**src/common/diqc_pkg.sv**
```systemverilog
// Shared constants, register map and carrier types of the interrupt queues
package diqc_pkg;

	// ***************************************************************
	// Sizes
	// ***************************************************************
	localparam int DIQC_NQ      = 10;  // Circular queues in host memory
	localparam int DIQC_NSLOT   = 8;   // Channel slots: 4 receive, 4 transmit
	localparam int DIQC_FDEPTH  = 16;  // Central vector FIFO, DWORDs
	localparam int DIQC_FAW     = 4;   // FIFO pointer width
	localparam int DIQC_IDXW    = 11;  // Queue write index width
	localparam int DIQC_LENW    = 6;   // Length field, units of 32 DWORDs
	localparam int DIQC_LEN_LOW = 5;   // Index bits below the length unit

	// ***************************************************************
	// Register byte offsets
	// ***************************************************************
	localparam logic [7:0] DIQC_OFS_STATUS  = 8'h00;
	localparam logic [7:0] DIQC_OFS_LEN0    = 8'h04;
	localparam logic [7:0] DIQC_OFS_LEN1    = 8'h08;
	localparam logic [7:0] DIQC_OFS_DMASK   = 8'h0c;
	localparam logic [7:0] DIQC_OFS_EMASK   = 8'h10;
	localparam logic [7:0] DIQC_OFS_CTRL    = 8'h14;
	localparam logic [1:0] DIQC_BASE_REGION = 2'h1;  // 0x40 + 4*queue
	localparam logic [2:0] DIQC_LAST_REGION = 3'h4;  // 0x80 + 4*slot

	// ***************************************************************
	// Reset values and fields
	// ***************************************************************
	localparam logic [31:0] DIQC_RST_WORD  = 32'h0000_0000;
	localparam int          DIQC_CTRL_LDA  = 0;   // Last-address hold mode
	localparam int          DIQC_VEC_ERR   = 0;   // Error indication bit
	localparam int          DIQC_VEC_FI    = 1;   // Frame indication bit
	localparam int          DIQC_VEC_HI    = 2;   // Host-initiated bit
	localparam int          DIQC_VEC_SRC   = 28;  // Source id, bits 31:28

	// ***************************************************************
	// Source identifiers and queue numbers
	// ***************************************************************
	localparam logic [3:0] DIQC_SRC_DMA    = 4'h8;
	localparam logic [3:0] DIQC_SRC_GPP    = 4'h9;
	localparam logic [3:0] DIQC_SRC_SSB    = 4'ha;
	localparam logic [3:0] DIQC_SRC_LBB    = 4'hb;
	localparam logic [3:0] DIQC_Q_CFG      = 4'h8;
	localparam logic [3:0] DIQC_Q_PERIPH   = 4'h9;

	// Descriptor completion report from one DMA channel slot
	typedef struct packed {
		logic        host_request_flag;
		logic        frame_end_flag;
		logic        hold;
		logic        no_fit;
		logic        abort_started;
		logic        count_zero;
		logic [31:0] cur_addr;
	} diqc_desc_t;

	// Host memory write of one vector
	typedef struct packed {
		logic [31:0] addr;
		logic [31:0] data;
	} diqc_mem_t;

endpackage

```
**src/hdl/diqc_top.sv**
```systemverilog
// Interrupt queue controller: vector FIFO, queue writer, status and INTA
// Functional notes
// - Sixteen-DWORD FIFO buffers all 32-bit vectors
// - Source id selects one of ten queues
// - Per-queue status bit set, host writes one
// - INTA held while any status bit pending
// - Base per queue, lengths in 32-DWORD steps
// - Separate receive and transmit queue per channel
// - DMA vectors to config, peripherals to peripheral
// - Masked source gives no vector, status, INTA
// - Six descriptor interrupts per channel generated
// - Host-request flag gives host-initiated vector
// - Frame-end flag gives frame indication vector
// - Receive overfill under hold raises error
// - Receive reset aborting transfer raises error
// - Two transmit descriptor cases raise error
// - Processing continues after any error
// - Frame and host indications share one vector
// - All-ones write clears every status bit except one set in that cycle
// - Every unmasked event sets status and INTA
// - Last-address match acts as hold
//
// Decided for this implementation: the address map and strobed register access.
module diqc_top
	import diqc_pkg::*;
(
	// Clock and reset
	input  wire logic                   mclk,
	input  wire logic                   rst,
	// Register port
	input  wire logic [7:0]             reg_addr,
	input  wire logic [31:0]            reg_wdata,
	input  wire logic                   reg_wr,
	input  wire logic                   reg_rd,
	output logic      [31:0]            reg_rdata,
	// Vectors from serial channels and peripheral blocks
	input  wire logic                   ext_valid,
	input  wire logic [31:0]            ext_vector,
	output logic                        ext_ready,
	// Descriptor completion reports
	input  wire logic                   desc_valid,
	input  wire logic [2:0]             desc_slot,
	input  wire diqc_pkg::diqc_desc_t   desc_info,
	output logic                        desc_ready,
	// Host memory writer
	output logic                        mem_valid,
	output diqc_pkg::diqc_mem_t         mem_req,
	input  wire logic                   mem_ready,
	// PCI interrupt line
	output logic                        inta_n
);

	// ***************************************************************
	// Declarations
	// ***************************************************************
	logic [31:0]             fifo_mem [DIQC_FDEPTH];
	logic [DIQC_FAW-1:0]     rd_ptr;
	logic [DIQC_FAW-1:0]     wr_ptr;
	logic [DIQC_FAW:0]       fifo_cnt;
	logic                    fifo_full;
	logic                    fifo_empty;
	logic                    fifo_push;
	logic                    fifo_pop;
	logic [31:0]             push_word;
	logic                    desc_hv;
	logic [31:0]             desc_vec;
	logic                    ext_hv;
	logic [31:0]             ext_vec;
	logic                    next_desc_hv;
	logic                    next_ext_hv;
	logic [2:0]              dflags;
	logic                    hold_cond;
	logic                    derr;
	logic [DIQC_NQ-1:0]      status;
	logic [DIQC_NQ-1:0]      next_status;
	logic [DIQC_NQ-1:0]      set_bits;
	logic [DIQC_NQ-1:0]      clr_bits;
	logic [31:0]             len0;
	logic [31:0]             len1;
	logic [31:0]             dmask;
	logic [31:0]             emask;
	logic [31:0]             ctrl;
	logic [31:0]             qbase [DIQC_NQ];
	logic [31:0]             last_addr [DIQC_NSLOT];
	logic [DIQC_IDXW-1:0]    widx [DIQC_NQ];
	logic [3:0]              mem_q;
	logic [3:0]              head_q;
	logic                    mem_done;
	logic                    base_hit;
	logic                    last_hit;
	logic [3:0]              base_sel;
	logic [2:0]              last_sel;

	// ***************************************************************
	// Helper functions
	// ***************************************************************

	// Queue chosen by the source id of a vector
	function automatic logic [3:0] queue_of(input logic [31:0] v);
		logic [3:0] id;
		id = v[DIQC_VEC_SRC+:4];
		if (id < DIQC_SRC_DMA)
			queue_of = id;
		else if (id >= DIQC_SRC_GPP && id <= DIQC_SRC_LBB)
			queue_of = DIQC_Q_PERIPH;
		else
			queue_of = DIQC_Q_CFG;
	endfunction

	// Last index of a queue: (field + 1) * 32 - 1
	function automatic logic [DIQC_IDXW-1:0] last_idx(input logic [3:0] q);
		logic [DIQC_LENW-1:0] f;
		f = '0;
		for (int i = 0; i < DIQC_NQ; i++)
		begin
			if (q == 4'(i))
				f = (i < 5) ? len0[i*DIQC_LENW+:DIQC_LENW]
				            : len1[(i-5)*DIQC_LENW+:DIQC_LENW];
		end
		last_idx = {f, {DIQC_LEN_LOW{1'b1}}};
	endfunction

	// ***************************************************************
	// Descriptor interrupt generation
	// ***************************************************************

	// Hold is the descriptor flag, or the last-address match when LDA is set
	always_comb
	begin
		if (ctrl[DIQC_CTRL_LDA])
			hold_cond = desc_info.cur_addr == last_addr[desc_slot];
		else
			hold_cond = desc_info.hold;
		if (!desc_slot[2])
			derr = (desc_info.no_fit && hold_cond)
			    || desc_info.abort_started;
		else
			derr = (hold_cond && !desc_info.frame_end_flag)
			    || (!desc_info.frame_end_flag && desc_info.count_zero);
		dflags[DIQC_VEC_HI]  = desc_info.host_request_flag;
		dflags[DIQC_VEC_FI]  = desc_info.frame_end_flag;
		dflags[DIQC_VEC_ERR] = derr;
		dflags = dflags & ~dmask[desc_slot*3+:3];
	end

	// Holding register for one descriptor vector
	always_ff @(posedge mclk)
	begin
		if (rst)
			desc_vec <= DIQC_RST_WORD;
		else if (desc_valid && desc_ready)
			desc_vec <= {1'b0, desc_slot, 25'h0, dflags};
	end

	// Holding register for one external vector
	always_ff @(posedge mclk)
	begin
		if (rst)
			ext_vec <= DIQC_RST_WORD;
		else if (ext_valid && ext_ready)
			ext_vec <= ext_vector;
	end

	// Hold occupancy; a fully masked event is accepted and dropped
	always_comb
	begin
		next_desc_hv = (desc_hv && !fifo_push)
		            || (desc_valid && desc_ready && |dflags);
		next_ext_hv = (ext_hv && !(fifo_push && !desc_hv))
		           || (ext_valid && ext_ready
		               && !emask[ext_vector[DIQC_VEC_SRC+:4]]);
	end

	// Producers stall while their holding register is occupied
	always_ff @(posedge mclk)
	begin
		if (rst)
		begin
			desc_hv    <= 1'b0;
			ext_hv     <= 1'b0;
			desc_ready <= 1'b0;
			ext_ready  <= 1'b0;
		end
		else
		begin
			desc_hv    <= next_desc_hv;
			ext_hv     <= next_ext_hv;
			desc_ready <= !next_desc_hv;
			ext_ready  <= !next_ext_hv;
		end
	end

	// ***************************************************************
	// Central vector FIFO
	// ***************************************************************

	// Descriptor vectors win the single write per cycle
	assign fifo_full  = fifo_cnt == (DIQC_FAW+1)'(DIQC_FDEPTH);
	assign fifo_empty = fifo_cnt == '0;
	assign fifo_push  = (desc_hv || ext_hv) && !fifo_full;
	assign push_word  = desc_hv ? desc_vec : ext_vec;
	assign fifo_pop   = !fifo_empty && (!mem_valid || mem_ready);
	assign head_q     = queue_of(fifo_mem[rd_ptr]);

	// Storage
	always_ff @(posedge mclk)
	begin
		if (fifo_push)
			fifo_mem[wr_ptr] <= push_word;
	end

	// Pointers and fill count
	always_ff @(posedge mclk)
	begin
		if (rst)
		begin
			wr_ptr   <= '0;
			rd_ptr   <= '0;
			fifo_cnt <= '0;
		end
		else
		begin
			if (fifo_push)
				wr_ptr <= wr_ptr + 1'b1;
			if (fifo_pop)
				rd_ptr <= rd_ptr + 1'b1;
			case ({fifo_push, fifo_pop})
				2'b10:   fifo_cnt <= fifo_cnt + 1'b1;
				2'b01:   fifo_cnt <= fifo_cnt - 1'b1;
				default: fifo_cnt <= fifo_cnt;
			endcase
		end
	end

	// ***************************************************************
	// Queue writer
	// ***************************************************************

	// One outstanding memory write holding the head vector
	always_ff @(posedge mclk)
	begin
		if (rst)
		begin
			mem_valid <= 1'b0;
			mem_req   <= '0;
			mem_q     <= '0;
		end
		else if (fifo_pop)
		begin
			mem_valid    <= 1'b1;
			mem_q        <= head_q;
			mem_req.data <= fifo_mem[rd_ptr];
			mem_req.addr <= qbase[head_q]
			              + {19'h0, widx[head_q], 2'b00};
		end
		else if (mem_ready)
			mem_valid <= 1'b0;
	end

	assign mem_done = mem_valid && mem_ready;

	// Per-queue base register and write index
	genvar gq;
	generate
		for (gq = 0; gq < DIQC_NQ; gq++)
		begin : g_queue
			always_ff @(posedge mclk)
			begin
				if (rst)
					qbase[gq] <= DIQC_RST_WORD;
				else if (reg_wr && base_hit && base_sel == 4'(gq))
					qbase[gq] <= reg_wdata;
			end
			always_ff @(posedge mclk)
			begin
				if (rst)
					widx[gq] <= '0;
				else if (fifo_pop && head_q == 4'(gq))
				begin
					if (widx[gq] >= last_idx(4'(gq)))
						widx[gq] <= '0;
					else
						widx[gq] <= widx[gq] + 1'b1;
				end
			end
		end
	endgenerate

	// ***************************************************************
	// Queue status and interrupt line
	// ***************************************************************

	// A vector landing in memory sets its bit; set beats clear
	always_comb
	begin
		set_bits = '0;
		if (mem_done)
			set_bits[mem_q] = 1'b1;
		clr_bits = '0;
		if (reg_wr && reg_addr == DIQC_OFS_STATUS)
			clr_bits = reg_wdata[DIQC_NQ-1:0];
		next_status = (status & ~clr_bits) | set_bits;
	end

	// Status bits and INTA, low while anything is pending
	always_ff @(posedge mclk)
	begin
		if (rst)
		begin
			status <= '0;
			inta_n <= 1'b1;
		end
		else
		begin
			status <= next_status;
			inta_n <= ~|next_status;
		end
	end

	// ***************************************************************
	// Register port
	// ***************************************************************

	// Decode of the indexed regions
	assign base_hit = reg_addr[7:6] == DIQC_BASE_REGION
	               && reg_addr[1:0] == 2'b00
	               && reg_addr[5:2] < 4'(DIQC_NQ);
	assign base_sel = reg_addr[5:2];
	assign last_hit = reg_addr[7:5] == DIQC_LAST_REGION
	               && reg_addr[1:0] == 2'b00;
	assign last_sel = reg_addr[4:2];

	// Single configuration registers
	always_ff @(posedge mclk)
	begin
		if (rst)
		begin
			len0  <= DIQC_RST_WORD;
			len1  <= DIQC_RST_WORD;
			dmask <= DIQC_RST_WORD;
			emask <= DIQC_RST_WORD;
			ctrl  <= DIQC_RST_WORD;
		end
		else if (reg_wr)
		begin
			case (reg_addr)
				DIQC_OFS_LEN0:  len0  <= reg_wdata;
				DIQC_OFS_LEN1:  len1  <= reg_wdata;
				DIQC_OFS_DMASK: dmask <= reg_wdata;
				DIQC_OFS_EMASK: emask <= reg_wdata;
				DIQC_OFS_CTRL:  ctrl  <= reg_wdata;
				default:        ctrl  <= ctrl;
			endcase
		end
	end

	// Last descriptor address per channel slot
	genvar gs;
	generate
		for (gs = 0; gs < DIQC_NSLOT; gs++)
		begin : g_slot
			always_ff @(posedge mclk)
			begin
				if (rst)
					last_addr[gs] <= DIQC_RST_WORD;
				else if (reg_wr && last_hit && last_sel == 3'(gs))
					last_addr[gs] <= reg_wdata;
			end
		end
	endgenerate

	// Read data one cycle after the strobe, zero when unmapped
	always_ff @(posedge mclk)
	begin
		if (rst)
			reg_rdata <= DIQC_RST_WORD;
		else if (reg_rd)
		begin
			if (base_hit)
				reg_rdata <= qbase[base_sel];
			else if (last_hit)
				reg_rdata <= last_addr[last_sel];
			else
			begin
				case (reg_addr)
					DIQC_OFS_STATUS: reg_rdata <= {22'h0, status};
					DIQC_OFS_LEN0:   reg_rdata <= len0;
					DIQC_OFS_LEN1:   reg_rdata <= len1;
					DIQC_OFS_DMASK:  reg_rdata <= dmask;
					DIQC_OFS_EMASK:  reg_rdata <= emask;
					DIQC_OFS_CTRL:   reg_rdata <= ctrl;
					default:         reg_rdata <= DIQC_RST_WORD;
				endcase
			end
		end
		else
			reg_rdata <= DIQC_RST_WORD;
	end

endmodule

```
**config.mk**
```make
export PLATFORM = sky130hd
export DESIGN_NAME = diqc_top
export DESIGN_NICKNAME = d
export VERILOG_FILES = /design/src/common/diqc_pkg.sv /design/src/hdl/diqc_top.sv
export SDC_FILE = /design/constraint.sdc
export NUM_CORES = 2
export LEC_CHECK = 0
export BUFFER_PORTS_ARGS = -buffer_cell sky130_fd_sc_hd__buf_2
export CELL_PAD_IN_SITES_DETAIL_PLACEMENT = 2
export CELL_PAD_IN_SITES_GLOBAL_PLACEMENT = 2
export CORE_MARGIN = 3
export CORE_UTILIZATION = 31
export DETAILED_ROUTE_END_ITERATION = 16
export PLACE_DENSITY_LB_ADDON = 0.1
export SLEW_MARGIN = 20
export SYNTH_ARGS = -nofsm -noshare
export SYNTH_HDL_FRONTEND = slang
export SYNTH_SLANG_ARGS = --single-unit
```
**constraint.sdc**
```tcl
create_clock -name mclk -period 8.2 [get_ports mclk]
set_clock_uncertainty 0.15 [all_clocks]
set_input_delay 0.41 -clock mclk [delete_from_list [all_inputs] [get_ports mclk]]
set_output_delay 0.41 -clock mclk [all_outputs]
set_load 0.02 [all_outputs]
```
======== Word-level counts from Yosys, hierarchy flattened ========
Memory sizes are Yosys's and may differ from the RTL's. A register that Yosys moved wholly into a read port is not among the register bits.
Index checks and enable logic that the tools add are counted.
storage, ports and cells
  register bits ........................... 327
  bits in writable memories ............... 1198
  input bits .............................. 120
  output and inout port bits .............. 100
  word-level logic and storage cells ...... 436
  memories kept ........................... 4
operators by class
  add/subtract/negate cells ............... 15
  $mul .................................... 1
  magnitude comparators ................... 17
  equal/unequal tests ..................... 36
  shift-type cells ........................ 1
  multiplexer cells ....................... 215
  bitwise gates (word level) .............. 44
  reductions and logical operators ........ 82
memory list
  memory     depth  bits a word  rd ports  clocked after Yosys merged registers in  wr ports  RTL line        source
  fifo_mem   16     32           1         1                                        1         diqc_top.sv:56  logic [31:0] fifo_mem [DIQC_FDEPTH];
  qbase      10     32           2         0                                        10        diqc_top.sv:83  logic [31:0] qbase [DIQC_NQ];
  last_addr  8      32           2         0                                        8         diqc_top.sv:84  logic [31:0] last_addr [DIQC_NSLOT];
  widx       10     11           11        0                                        10        diqc_top.sv:85  logic [DIQC_IDXW-1:0] widx [DIQC_NQ];
operators by type and width
  cell                                                 number
  2-to-1 mux 32 bit                                    21
  2-to-1 mux 11 bit                                    20
  case mux 32 bit (6 select lines)                     1
  2-to-1 mux 1 bit                                     145
  2-to-1 mux 6 bit                                     20
  adder 11 x 1 -> 11 bit, second input constant        10
  greater-or-equal comparator 11 bit                   10
  logical AND 1 bit                                    49
  OR 1 bit                                             38
  adder 32 x 13 -> 32 bit                              1
  equality test 32 bit                                 1
  equality test 4 x 3 -> 1 bit, second input constant  8
  indexed part select 32 x 6 -> 3 bit                  1
  2-to-1 mux 10 bit                                    2
  equality test 4 x 2 -> 1 bit, second input constant  4
  equality test 4 bit, second input constant           4
  equality test 8 x 4 -> 1 bit, second input constant  2
  equality test 8 x 5 -> 1 bit, second input constant  2
  equality test 3 bit, second input constant           5
  2-to-1 mux 4 bit                                     3
  logical NOT 1 bit                                    11
  AND 10 bit                                           1
  inverter 10 bit                                      1
  OR 10 bit                                            1
  other kinds (34)                                     50

======== Longest topological paths before layout ========
  depth in word-level cells ............... 15
  depth in mapped cells ................... 29
  depth with buffers taken out ............ 22

======== Least setup slack after synthesis ========
OpenSTA, ideal clock, no wires.
  path kind ............................... register to register
  start ................................... register (tool-made name)
  end ..................................... register mem_req[57] (netlist name)
  setup time .............................. 0.091 ns
  arrival time ............................ 5.995 ns
  required time ........................... 7.959 ns
  path slack .............................. 1.964 ns
  cell stages (with the launch flop) ...... 24
  buffers on the path ..................... 6
  clock period less this slack ............ 6.236 ns
  cells stage by stage .................... dfxtp_1 buf_6 mux4_2 mux4_2 clkbuf_1 clkbuf_1 nand2_1 a21oi_1 clkbuf_1 clkbuf_1 clkbuf_1 nand2_1 a31oi_1 ha_1 a21o_1 a21oi_1 o21bai_1 a21o_1 a21oi_1 o21ai_0 o41ai_1 nor4_2 a21bo_2 a311oi_1
RTL lines
  what              RTL line        source
  end: declaration  diqc_top.sv:47  output diqc_pkg::diqc_mem_t mem_req,

==> results.md <==
- The flow ran to the end, and the final reports show no timing, DRC or antenna violations.
- The number of gates resized after CTS was 0.
- The post-detailed-route count of antenna-violating nets is 0.
- Of the total synthesized cell area, the portion taken by full adders, half adders and majority gates is 0.01611.
- Internal power comes to 15.91 mW.
- Traced cell by cell, the critical path runs through mux4_2, mux4_2, nand3_2, o31a_2, buf_4, o221ai_1, and2_0, a221oi_1, fa_1, a21o_1, a21oi_1, o21bai_1, a21oi_1, o21ai_0, nand2_1, a21oi_1, nor2_1, nor4_2, or3b_1, a32o_1.
- The number of hold violations in the final report is 0.
- In this run the critical register-to-register path is captured at mem_req[58].
- After clock tree synthesis, the clock-pin slew on the worst setup and hold paths is 0.06 ns.
- A synthesized cell averages approximately 13 µm².
- The total clock buffers created by CTS is about 180.
- The total routing resource utilization after global routing is 0.2521.
- For the worst-skew pair, the clock arrives at the later sink with an insertion delay of 0.86 ns.
- Once placement completed, the tool counted placed cells totaling 8660.
- The endpoint type of the worst setup path is a register.
- Entering global routing, the biggest net connects roughly 160 pins.
- In this run the vertical extent of the chip is slightly below 500 µm.
- Synthesis produced a netlist whose cell count is 5710.
- For this block, the initial DRC count from the detailed router was roughly 4400.
- The area fraction in compound gates after synthesis is 0.07082.
- During synthesis, Yosys emitted a total of 0 warnings.
- Of the total power, the share spent switching nets is 0.3555.
- The required time at the endpoint of the critical path is between 8 and 9 ns.
- The most used flip-flop cell after synthesis is sky130_fd_sc_hd__edfxtp_1.
- Counting every net in the synthesized netlist gives 5922.
- The max-capacitance violation count is 0.
- The setup violation total in the final timing report is 0.
- The largest family of logic cells by synthesized area is multiplexers.
- After synthesis, the most frequently instantiated cells are 1198 x sky130_fd_sc_hd__edfxtp_1, 805 x sky130_fd_sc_hd__nand2_1, 586 x sky130_fd_sc_hd__and2_1.
- The critical setup path kind is reg -> reg.
- The fraction of power consumed by combinational cells is 0.289.
- The via count of the routed design is between 50000 and 60000.
- The startpoint identified for the worst hold timing path is desc_slot[0].
- For this configuration, the core starts out at a cell density of 0.3131.
- The relative area change from synthesis to final layout is 16.08%.
- The count of state elements after synthesis is between 1500 and 2000.
- The number of cells in the finished layout apart from fillers is 9066.
- Setup repair after global routing left no endpoint under its margin.
- The root buffer cell chosen for the clock tree is sky130_fd_sc_hd__clkbuf_16.
- The total leakage power is between 20 and 30 nW.
- On the worst path, the slowest cell contributes a delay of between 0.7 and 0.8 ns.
- The most used cell along the critical path is sky130_fd_sc_hd__a21oi_1.
- After detailed routing, the number of vias per cell comes to between 5 and 6.
- The maximum number of buffers from clock root to sink is 3.
- Of the total synthesized cell area, the portion taken by XOR and XNOR cells is 0.01778.
- Once the clock tree was built, the setup fixing pass inserted 0 buffers.
- Of the total power, registers draw 0.376.
- In this run the power density over the cells is between 200 and 300 nW/µm².
- Of the post-synthesis cell area, the part taken by muxes is 0.1431.
- The via count of the first global-routing pass is about 54000.
- The synthesized design spends more area on one cell type than any other, namely sky130_fd_sc_hd__edfxtp_1.
- Of the synthesized area, sequential elements account for 0.5881.
- The core region is about 230000 µm².
- The slowest stage of the critical path is the sky130_fd_sc_hd__dfxtp_4 cell.
- The hold buffer count at CTS is 60.
- For this design the total switching power over the nets is 8.777 mW.
- The count of different cell masters after synthesis is 86.
- Subtracting the final worst setup slack from the clock period gives 7.191 ns.
- The share of total power dissipated in the clock network is 0.336.
- The worst slack on hold paths is between 0.06 and 0.07 ns.
- The final routed DRC violation total is 0.
- The min-delay analysis places its worst path in the category in -> reg.
- Of the available clock period, the critical path in the final layout requires 0.8769.
- After synthesis the cells add up to between 70000 and 80000 µm².
- For hold timing, the worst endpoint is desc_vec[28].
- The number of enable flip-flop cells after synthesis is 1198.
- The final max-slew violation count is 0.
- The average routed wire per standard cell is approximately 33 µm.
- In the final timing run, aggregate negative setup slack is 0 ns.
- For this run, the post-layout net count is 6090.
- In this run the worst path has a maximum fanout of 34.
- The final estimated routing congestion in global placement is between 0.8 and 0.9.
- The maximum clock frequency is 139.1 MHz.
- The arrival time reported for the critical path endpoint is a little under 8 ns.
- IR analysis of the VDD net gives a maximum drop of 0.2012 mV.
- The relative max-transition margin is 0.2330.
- The worst setup path is launched from a register.
- The first global-routing pass estimated around 430000 µm of wire.
- The length in cells of the worst reg-to-reg path is 20.
- TritonCTS built the clock tree.
- The total overflow left after global routing is 0.
- By instance count, the leading cell after synthesis is sky130_fd_sc_hd__edfxtp_1.
- Before antenna repair, the detailed router went through 5 iterations.
- The async set-reset flop share out of synthesis is 0.
- The top-level port count is 220.
- In this run the number of H-tree levels came out at 4.
- In the final layout, the share of cells above drive strength 1 is 0.1965.
- Of the post-synthesis cell area, the dominant cell type holds 0.4969.
- Clock tree synthesis found a total of around 1500 sinks.
- Counting instances, the worst hold path has a depth of 3.
- Yosys attributes the largest share of cell area to sky130_fd_sc_hd__edfxtp_1 50%, sky130_fd_sc_hd__mux4_2 12%, sky130_fd_sc_hd__dfxtp_1 9.1%.
- The total routed wirelength is 303400 µm.
- The die is 489.3 µm wide.
- The number of antenna violations at the first check in global routing is 31.
- At the pin with the least slew margin, the transition time is 1.151 ns.
- The die covers about 240000 µm².
- Once detailed placement completed, the half-perimeter wirelength came to approximately 200000 µm.
- Of the total synthesized cell area, the portion taken by AND, OR, NAND and NOR gates is 0.1351.
- The number of rows in the core area is between 150 and 200.
- Setup slack on the worst reg-to-reg path comes out at 1.01 ns.
- The count of buffers added on input and output ports is between 200 and 250.
==> cell type report <==
type,instances,area (µm²)
fill,23630,147200
tap,3026,3786
sequential,1528,42600
clock buffer,264,5259
antenna,5,12.51
multi-input combinational,3644,28230
timing repair buffer,426,2899
clock inverter,77,895.9
inverter,96,362.8
==> worst max-delay path by stage <==
stage             start           to  slack [ns]
2_1_floorplan  register  mem_req[57]        1.96
3_3_place_gp   register  mem_req[58]        0.98
3_5_place_dp   register  mem_req[58]        0.95
4_1_cts        register  mem_req[58]        0.98
5_1_grt        register  mem_req[58]        0.54
6_report       register  mem_req[58]        1.01
==> registers in the layout, indices dropped and copies added (netlist names), 4 cells and up, named ones only <==
| name | flops |
|---|---|
| status | 10 |
| rd_ptr | 4 |
| mem_req | 64 |
| dmask | 32 |
| len0 | 32 |
| emask | 32 |
| wr_ptr | 4 |
| qbase | 320 |
| widx | 110 |
| last_addr | 256 |
| reg_rdata | 32 |
| ext_vec | 32 |
| ctrl | 32 |
| fifo_mem | 512 |
| desc_vec | 6 |
| fifo_cnt | 5 |
| len1 | 32 |
==> power groups by stage <==
stage / registers (mW) / clock network (mW) / logic (mW)
after floorplan: 9.32 / 0 / 4.09
after global placement: 9.44 / 0 / 7.05
after detailed placement: 9.45 / 0 / 7.14
after CTS: 9.29 / 8.50 / 7.20
after global routing: 9.33 / 8.80 / 7.64
final: 9.27 / 8.29 / 7.13
==> metrics by stage <==
| step | instance area [µm²] | total power, mW | worst slack (ns) | utilization |
|---|---|---|---|---|
| after floorplan | 72400 | 13.41 | 1.964 | - |
| final | 84040 | 24.69 | 1.009 | 0.3635 |
| after global routing | 84040 | 25.77 | 0.5397 | 0.3634 |
| after CTS | 84020 | 24.99 | 0.9775 | 0.3634 |
| after global placement | 77250 | 16.49 | 0.9814 | 0.3341 |
| after detailed placement | 77260 | 16.59 | 0.9458 | 0.3342 |
==> critical path, delay by kind of cell (launching register included) <==
family / cells / cell delay [ns]
muxes: 2 / 1.26
AOI/OAI and AO/OA: 10 / 2.53
buffers and inverters: 1 / 0.38
and+or+nand+nor: 6 / 1.66
DFF: 1 / 0.76
adders and majority gates: 1 / 0.31
==> layout by cell type (no fill, tap or decap), drive strengths merged, types with 58 or more instances in the layout <==
cell type    netlist  routed
a21oi            383     383
and2             589     589
buf               83     365
clkbuf           359     265
clkinv             0      60
dfxtp            330     330
dlygate4sd3        0      60
edfxtp          1198    1198
ha                90      90
inv               96      98
mux2i            135     135
mux4             371     371
nand2            805     805
nand3             91      91
nor2             308     308
o21ai            101     101
xnor2             89      89
xor2              58      58
==> metal layers <==
| metal | global-route usage | vias up | part of all wire | routed length (µm) |
|---|---|---|---|---|
| met5 | 0 | - | 0.000089 | 27 |
| met4 | 0.07254 | 4 | 0.030 | 8969 |
| met3 | 0.02908 | 338 | 0.047 | 14320 |
| met2 | 0.4096 | 1351 | 0.47 | 142800 |
| met1 | 0.3549 | 27130 | 0.45 | 137300 |
| li1 | - | 21370 | - | - |
==> cell families after synthesis <==
family / after synthesis
DFF: 1528
xor gates and xnor gates: 147
buffers and inverters: 538
adders and majority gates: 92
muxes: 563
and+or+nand+nor: 2025
AOI/OAI and AO/OA: 817
(Power assumes the default switching activity.)
